===== config.mk =====
export PLATFORM = sky130hd
export DESIGN_NAME = pic_ctrl
export DESIGN_NICKNAME = d
export VERILOG_FILES = /design/src/pic_pkg.sv /design/src/pic_ctrl.sv
export SDC_FILE = /design/constraint.sdc
export NUM_CORES = 1
export LEC_CHECK = 0
export BUFFER_PORTS_ARGS = -buffer_cell sky130_fd_sc_hd__clkbuf_2
export CAP_MARGIN = 20
export CORE_ASPECT_RATIO = 1.25
export CORE_MARGIN = 5
export CORE_UTILIZATION = 43
export CTS_CLUSTER_DIAMETER = 120
export DETAILED_ROUTE_END_ITERATION = 10
export GPL_ROUTABILITY_DRIVEN = 0
export PLACE_DENSITY_LB_ADDON = 0.08
export SYNTH_ARGS = -nofsm -noshare
export SYNTH_HDL_FRONTEND = slang
export SYNTH_SLANG_ARGS = --single-unit

===== constraint.sdc =====
create_clock -name ref_clk -period 2.2 [get_ports ref_clk]
set_input_delay 0 -clock ref_clk [delete_from_list [all_inputs] [get_ports ref_clk]]
set_output_delay 0 -clock ref_clk [all_outputs]
set_load 0.01 [all_outputs]

===== src/pic_pkg.sv =====
/*
  Package for the prioritised interrupt controller: source counts, vector
  numbers, priority-register bit positions, reset values and carrier structs.
  Assumes one synchronous clock domain and an exception sequencer on the far side.
*/
package pic_pkg;

  // Number of request lines: 5 pins, 15 timer, 4 serial, 1 converter.
  localparam int PIC_NSRC = 25;

  // Vector number width and vector address width.
  localparam int PIC_VW = 8;
  localparam int PIC_AW = 16;

  // Non-maskable vector number.
  localparam logic [7:0] PIC_NMI_VEC = 8'h07;

  // Vector number of each source, in default order.
  localparam logic [7:0] PIC_VEC [PIC_NSRC] = '{
    8'h0c, 8'h0d, 8'h0e, 8'h0f, 8'h10,
    8'h18, 8'h19, 8'h1a, 8'h1c, 8'h1d, 8'h1e, 8'h20, 8'h21, 8'h22,
    8'h24, 8'h25, 8'h26, 8'h28, 8'h29, 8'h2a,
    8'h34, 8'h35, 8'h36, 8'h37,
    8'h3c};

  // Which priority bit (0..15, b in the high byte) governs each source.
  localparam logic [3:0] PIC_PBIT [PIC_NSRC] = '{
    4'h7, 4'h6, 4'h5, 4'h5, 4'h4,
    4'h2, 4'h2, 4'h2, 4'h1, 4'h1, 4'h1, 4'h0, 4'h0, 4'h0,
    4'hf, 4'hf, 4'hf, 4'he, 4'he, 4'he,
    4'hb, 4'hb, 4'hb, 4'hb,
    4'h9};

  // Register addresses on the register port.
  localparam logic [1:0] PIC_ADDR_PRIO_A = 2'h0;
  localparam logic [1:0] PIC_ADDR_PRIO_B = 2'h1;
  localparam logic [1:0] PIC_ADDR_SYSCTL = 2'h2;
  localparam logic [1:0] PIC_ADDR_STATUS = 2'h3;

  // Reset values.
  localparam logic [7:0] PIC_PRIO_RST   = 8'h00;
  localparam logic [7:0] PIC_SYSCTL_RST = 8'h08;

  // System control register field positions.
  localparam int PIC_SC_NMI_EDGE = 2;
  localparam int PIC_SC_SCHEME   = 3;

  // Decision latency in states.
  localparam logic [1:0] PIC_DEC_EXT = 2'h2;
  localparam logic [1:0] PIC_DEC_INT = 2'h1;

  // CPU mask word toward the controller.
  typedef struct packed {
    logic global_mask;
    logic secondary_mask_bit;
  } pic_mask_s;

  // Request offered to the CPU.
  typedef struct packed {
    logic              valid;
    logic              nmi;
    logic [PIC_VW-1:0] vec_num;
    logic [PIC_AW-1:0] vec_addr;
  } pic_req_s;

endpackage : pic_pkg


===== src/pic_ctrl.sv =====
/*
  Prioritised interrupt controller core with its register port.
  Assumes the exception sequencer saves context, sets the mask bits after
  acceptance, honours instruction-boundary rules and pulses ack on acceptance.
*/
// The plain strobed port and the register offsets were left to the implementer.
`timescale 1ns/1ps
// How it works
// - Scheme one: global mask gates all maskable.
// - Scheme zero: global mask gates level zero.
// - Scheme zero: level one needs both masks.
// - Non-maskable taken always except reset, standby.
// - Source forwarded only when its enable set.
// - Higher programmed level wins; others stay pending.
// - Equal levels fall back to default order.
// - Vector address given; CPU fetches from it.
// - Four-byte or two-byte vector entries by mode.
// - Timer channels 0-2 vectors and priority bits.
// - Timer channels 3-4 vectors and priority bits.
// - Serial 52-55 bit 3; converter 60 bit 1.
// - Decision two states external, one internal.
// - Clearing takes effect after instruction completes.
// - Smaller vector number wins by default.
// - Priority registers reset to zero.
// - Non-maskable uses vector 7, edge selectable.
// - Pin interrupts use vectors 12 to 16.
module pic_ctrl #(
  parameter int NSRC = 25
) (
  // Clock and reset.
  input  wire logic                   ref_clk,
  input  wire logic                   srst,
  // Chip state.
  input  wire logic                   hw_standby,
  input  wire logic                   advanced_mode,
  // Interrupt sources.
  input  wire logic                   nmi_pin,
  input  wire logic [NSRC-1:0]        src_cond,
  input  wire logic [NSRC-1:0]        src_enable,
  // CPU mask bits and acceptance.
  input  wire pic_pkg::pic_mask_s     cpu_mask,
  input  wire logic                   cpu_ack,
  // Offered request.
  output pic_pkg::pic_req_s           irq_out,
  // Register port.
  input  wire logic [1:0]             reg_addr,
  input  wire logic [7:0]             reg_wdata,
  input  wire logic                   reg_wr,
  input  wire logic                   reg_rd,
  output logic      [7:0]             reg_rdata
);
  import pic_pkg::*;

  initial begin
    if (NSRC != PIC_NSRC) $error("pic_ctrl: NSRC must match the source table");
  end

  ////////////////////////////////////////////////////////////////////////////
  // Registers.

  logic [7:0] prio_a_q, prio_a_d;   // Priority select A.
  logic [7:0] prio_b_q, prio_b_d;   // Priority select B.
  logic [7:0] sysctl_q, sysctl_d;   // System control register.
  logic [7:0] rdata_q,  rdata_d;    // Read data, one cycle after strobe.
  pic_req_s   irq_q,    irq_d;      // Offered request, read back as status.

  // Register writes and read mux.
  always_comb begin
    prio_a_d = prio_a_q;
    prio_b_d = prio_b_q;
    sysctl_d = sysctl_q;
    rdata_d  = 8'h00;
    if (reg_wr) begin
      case (reg_addr)
        PIC_ADDR_PRIO_A: prio_a_d = reg_wdata;
        PIC_ADDR_PRIO_B: prio_b_d = reg_wdata;
        PIC_ADDR_SYSCTL: sysctl_d = reg_wdata;
        default:         ;  // Status is read-only.
      endcase
    end
    if (reg_rd) begin
      case (reg_addr)
        PIC_ADDR_PRIO_A: rdata_d = prio_a_q;
        PIC_ADDR_PRIO_B: rdata_d = prio_b_q;
        PIC_ADDR_SYSCTL: rdata_d = sysctl_q;
        PIC_ADDR_STATUS: rdata_d = irq_q.vec_num;
        default:         rdata_d = 8'h00;
      endcase
    end
  end

  // Register state; standby reinitialises like reset.
  always_ff @(posedge ref_clk) begin
    if (srst || hw_standby) begin
      prio_a_q <= PIC_PRIO_RST;
      prio_b_q <= PIC_PRIO_RST;
      sysctl_q <= PIC_SYSCTL_RST;
      rdata_q  <= 8'h00;
    end else begin
      prio_a_q <= prio_a_d;
      prio_b_q <= prio_b_d;
      sysctl_q <= sysctl_d;
      rdata_q  <= rdata_d;
    end
  end

  assign reg_rdata = rdata_q;

  ////////////////////////////////////////////////////////////////////////////
  // Non-maskable edge detection.

  logic nmi_prev_q, nmi_prev_d;   // Previous pin level.
  logic nmi_pend_q, nmi_pend_d;   // Latched non-maskable request.
  logic nmi_edge;                 // Selected edge seen this cycle.
  logic nmi_taken;                // Accepted by the CPU this cycle.

  // Edge select: 1 rising, 0 falling; a new edge wins over the clear.
  always_comb begin
    nmi_prev_d = nmi_pin;
    nmi_edge   = sysctl_q[PIC_SC_NMI_EDGE] ? (nmi_pin && !nmi_prev_q)
                                           : (!nmi_pin && nmi_prev_q);
    nmi_taken  = cpu_ack && irq_q.valid && irq_q.nmi;
    nmi_pend_d = nmi_edge || (nmi_pend_q && !nmi_taken);
  end

  // Pending flag is held clear in reset and standby.
  always_ff @(posedge ref_clk) begin
    if (srst || hw_standby) begin
      nmi_prev_q <= 1'b0;
      nmi_pend_q <= 1'b0;
    end else begin
      nmi_prev_q <= nmi_prev_d;
      nmi_pend_q <= nmi_pend_d;
    end
  end

  ////////////////////////////////////////////////////////////////////////////
  // Per-source request, level and mask.

  logic [NSRC-1:0] req;     // Enabled request.
  logic [NSRC-1:0] lvl;     // Programmed level.
  logic [NSRC-1:0] open_s;  // Not masked.
  logic [15:0]     prio_ab;

  assign prio_ab = {prio_b_q, prio_a_q};

  // Each source reads its level bit from the table.
  generate
    for (genvar i = 0; i < NSRC; i++) begin : g_src
      assign req[i] = src_cond[i] && src_enable[i];
      assign lvl[i] = prio_ab[PIC_PBIT[i]];
      assign open_s[i] = sysctl_q[PIC_SC_SCHEME]
        ? !cpu_mask.global_mask
        : (lvl[i] ? !(cpu_mask.global_mask && cpu_mask.secondary_mask_bit)
                  : !cpu_mask.global_mask);
    end
  endgenerate

  ////////////////////////////////////////////////////////////////////////////
  // Arbitration.

  logic              win_found;
  logic              win_ext;
  logic [PIC_VW-1:0] win_vec;

  // Level-one pass first, then level zero; lowest index (smallest vector) first.
  always_comb begin
    win_found = 1'b0;
    win_ext   = 1'b0;
    win_vec   = '0;
    for (int p = 1; p >= 0; p--) begin
      for (int i = 0; i < NSRC; i++) begin
        if (req[i] && open_s[i] && (lvl[i] == p[0]) && !win_found) begin
          win_found = 1'b1;
          win_ext   = (i < 5);
          win_vec   = PIC_VEC[i];
        end
      end
      // The upward scan keeps the first hit, the smallest vector number.
      if (win_found) break;
    end
  end

  ////////////////////////////////////////////////////////////////////////////
  // Offer state machine.

  typedef enum logic [1:0] {PIC_IDLE, PIC_DECIDE, PIC_OFFER} pic_st_e;

  pic_st_e           st_q, st_d;
  logic [1:0]        cnt_q, cnt_d;   // Decision states remaining.
  function automatic logic [PIC_AW-1:0] vaddr(input logic [PIC_VW-1:0] v,
                                               input logic adv);
    vaddr = adv ? {6'h00, v, 2'b00} : {7'h00, v, 1'b0};
  endfunction : vaddr

  // Decide, present, hold until acceptance.
  always_comb begin
    st_d  = st_q;
    cnt_d = cnt_q;
    irq_d = irq_q;
    case (st_q)
      PIC_IDLE: begin
        if (nmi_pend_q || win_found) begin
          st_d  = PIC_DECIDE;
          cnt_d = (nmi_pend_q || win_ext) ? PIC_DEC_EXT - 2'h1
                                          : PIC_DEC_INT - 2'h1;
        end
      end
      PIC_DECIDE: begin
        if (cnt_q != 2'h0) begin
          cnt_d = cnt_q - 2'h1;
        end else if (nmi_pend_q) begin
          st_d  = PIC_OFFER;
          irq_d = '{valid: 1'b1, nmi: 1'b1, vec_num: PIC_NMI_VEC,
                    vec_addr: vaddr(PIC_NMI_VEC, advanced_mode)};
        end else if (win_found) begin
          st_d  = PIC_OFFER;
          irq_d = '{valid: 1'b1, nmi: 1'b0, vec_num: win_vec,
                    vec_addr: vaddr(win_vec, advanced_mode)};
        end else begin
          st_d = PIC_IDLE;   // Request withdrew during decision.
        end
      end
      PIC_OFFER: begin
        if (cpu_ack) begin
          st_d  = PIC_IDLE;
          irq_d = '0;
        end
      end
      default: begin
        st_d  = PIC_IDLE;
        irq_d = '0;
      end
    endcase
  end

  // Offer registers.
  always_ff @(posedge ref_clk) begin
    if (srst || hw_standby) begin
      st_q  <= PIC_IDLE;
      cnt_q <= 2'h0;
      irq_q <= '0;
    end else begin
      st_q  <= st_d;
      cnt_q <= cnt_d;
      irq_q <= irq_d;
    end
  end

  assign irq_out = irq_q;

endmodule : pic_ctrl


==> impl_results.md <==
* Post-synthesis area per instance at 8.109 um2
* CORE AREA at approximately 8300 um2
* DP Cell Count at roughly 670
* IO Count at approximately 100
* Clock transition at path regs at around 100 ps
* MaxCap Viol Count at 0
* Worst R2R Setup Slack at between 80 and 90 ps
* WL/cell at between 15 and 20 um
* End of the worst register-to-register path: cnt_q[0]
* CP dominant cell by count: buf_4
* Power Total at ~2.2 mW
* Grt ovf at 0
* Die Width at slightly above 90 um
* Initial Util at 44.53%
* Layout Nets at approximately 660
* Max VDD drop at approximately 450 uV
* Pins Over Slew Limit at 0
* Hold endpoint: irq_out[5]
* Slew HR at 60.09%
* Crit-path slowest cell: o41ai_4
* Synth Flop Type: dfxtp_1
* Most common cell in the netlist: dfxtp_1
* Cells along the critical path: nand3_1 -> o21ai_2 -> o41ai_4 -> and4_1 -> buf_4 -> a311o_1 -> buf_4 -> nand2_1 -> a21oi_1
* Setup crit end kind: register
* Drt first pass iters at 5
* Layout cell share with drive strength beyond 1 at between 30% and 40%
* Root buffer cell: clkbuf_8
* Max Fclk at 473.4 MHz
* Cells after Synth at about 460
* Worst Max-Slew Pin Slew at 598.7 ps
* Crit-path leading delay family: compound AO/OA/AOI/OAI gates
* I/O Buffers at between 90 and 100
* PwrDens at approximately 470 nW/um2
* Asr flop ratio synth at 0%
* CP peak stage delay at ~540 ps
* RSZ-0062 raised after global routing: true
* Initial antenna violation count at 2
* Worst setup SP type: register
* Number of enable flip-flop cells after synthesis at 0
* Clk_lat worst skew at between 300 and 400 ps
* Pin count of the biggest net entering global routing at 31
* Post-synthesis cell type count at between 80 and 90
* Final Hold Violating Endpoints at 0
* Static leakage at about 2.1 nW
* Clock Skews at 18.01 ps
* Status: completed
* Vias at ~4100
* Vias in the first global route at between 4000 and 5000
* First-pass GRT wire length at 19910 um
* Hold Path Depth at 3
* Cell Area, Synth at approximately 3700 um2
* Die H at about 110 um
* Setup TNS Final at 0 ps
* Seq cells post-synth at 53
* Post-DP HPWL at 10170 um
* Final min period at 2112 ps
* Post-synthesis sequential area ratio at between 20 and 30%
* Part of the cycle the worst path needs at a little over nine tenths
* Final core utilization at 57.44%
* Via/cell ratio at between 5 and 6
* Area share of the leading cell type in the synthesized netlist at around 29%
* ANT cells at 0
* CTS tree: done
* Top post-synthesis cells by count: dfxtp_1, nor2_1, nand2_1
* Clock buffer depth at 2
* Die ar. at about 11000 um2
* CP Max Fanout at 7
* Number of placement rows at 37
* # setup viols final at 0
* Num Clock Sinks at 53
* Initial DRC count at a little under 200
* Syn. warnings at 0
* Remaining DRCs at 0
* CP Class: reg2reg
* Non-Filler Instances at ~700
* Worst hold slack at about 38 ps
* Htree depth at 2
* Synth area leader: dfxtp_1
* Area contributors post-synth: dfxtp_1, nor2_1, nand3_1
* CP Buf/Inv Count at 2
* Tot GR Track Use at 23.49%
* Min-delay worst type: in2reg
* Final wirelength at approximately 12000 um
* Reg2reg start: prio_a_q[4]
* Crit path DAT at 2360 ps
* Layout area overhead at 28.99%
* Total CTS buffers at 5
* Req. time, crit path at 2450 ps
* Worst Min Path Start: advanced_mode
* R2R cell count at 9
* Routed Antenna Nets at 0
==> how the worst max path moves through the flow <==
stage                            from         end  slack [ps]  cells past startpoint
after floorplan           prio_b_q[7]    cnt_q[0]           7                      9
after global placement    prio_b_q[7]    cnt_q[0]         -20                      7
after detailed placement  prio_b_q[7]    cnt_q[0]         -50                      8
after CTS                 prio_b_q[7]  irq_out[4]          -1                      8
after global routing      prio_a_q[2]    cnt_q[0]          -5                      9
final                     prio_a_q[4]    cnt_q[0]          90                      9
==> placed cells by master (no fill, tap or decap), types with 4 or more instances in the layout <==
master and count:
nand4_1 10, a21oi_1 28, buf_4 49, o211ai_1 4
nor4_2 4, a21o_1 4, a22oi_1 6, mux2i_1 14
conb_1 11, and3_1 7, nand2_1 49, dlygate4sd3_1 9
clkbuf_2 92, nand4bb_1 4, dfxtp_2 4, o21ai_0 7
nor2_1 49, mux4_2 6, inv_1 13, o2bb2ai_1 5
dfxtp_1 49, nor4_1 6, nand3_1 37, a31oi_1 6
nor3_1 7, o32ai_1 6, clkbuf_8 5
==> layout make-up <==
cell class,count,area (um2)
inverters,14,52.55
well taps,97,121.4
flip-flops and latches,53,1066
multi-input cells,368,2497
fillers,797,3527
clock inverters,2,35.03
clock buffers,5,68.82
repair buffers,150,918.4
==> worst reg2reg max path: cells and delay by family, from the launching register on <==
family          cells  cell delay [ps]
flops               1              350
simple gates        3              420
buf+inv             2              310
compound gates      4              990
==> power breakdown <==
group | internal, mW | switching [mW] | leakage (nW)
Clock | 0.331 | 0.316 | 0.0540
Combinational | 0.265 | 0.333 | 1.62
Sequential | 0.977 | 0.0169 | 0.430
==> cells by family (layout without fill, tap and decap cells) <==
family	Yosys count	count (layout)	synth area share (%)
AO/OA/AOI/OAI	126	126	26.86
AND/OR/NAND/NOR	210	210	29.67
buffers and inverters	44	171	6.816
flip-flops	53	53	28.76
adder cells (fa/ha/maj)	1	1	0.3390
multiplexers	20	20	7.460
other	1	11	0.1016
==> flip-flops by register name (all words and copies together) (netlist names) <==
signal      count
irq_out        15
prio_a_q        8
prio_b_q        8
reg_rdata       8
sysctl_q        8
cnt_q           2
st_q            2
nmi_pend_q      1
nmi_prev_q      1
==> what timing repair did <==
action                                 4_1_cts  5_1_grt
setup buffers                                0        2
gates cloned                                 0        0
setup endpoints to repair                    7       16
resized for setup                            4       18
endpoints found under the hold margin       25        0
hold buffers                                 9        0
pin swaps                                    2        6
==> layer usage <==
layer	track usage [%]	vias to the layer above	routed length, um
li1	-	1996	-
met1	28.30	1914	5091
met2	40.37	156	5990
met3	4.288	48	720
met4	10.75	4	513
met5	0	-	27
==> stage by stage <==
step / instance area (um2) / setup slack [ps]
finish: 4760 / 87.71
global route: 4760 / -5.292
CTS: 4669 / -1.152
detailed placement: 4463 / -46.28
global placement: 4463 / -15.38
floorplan: 3727 / 7.100
(Power assumes the default switching activity.)
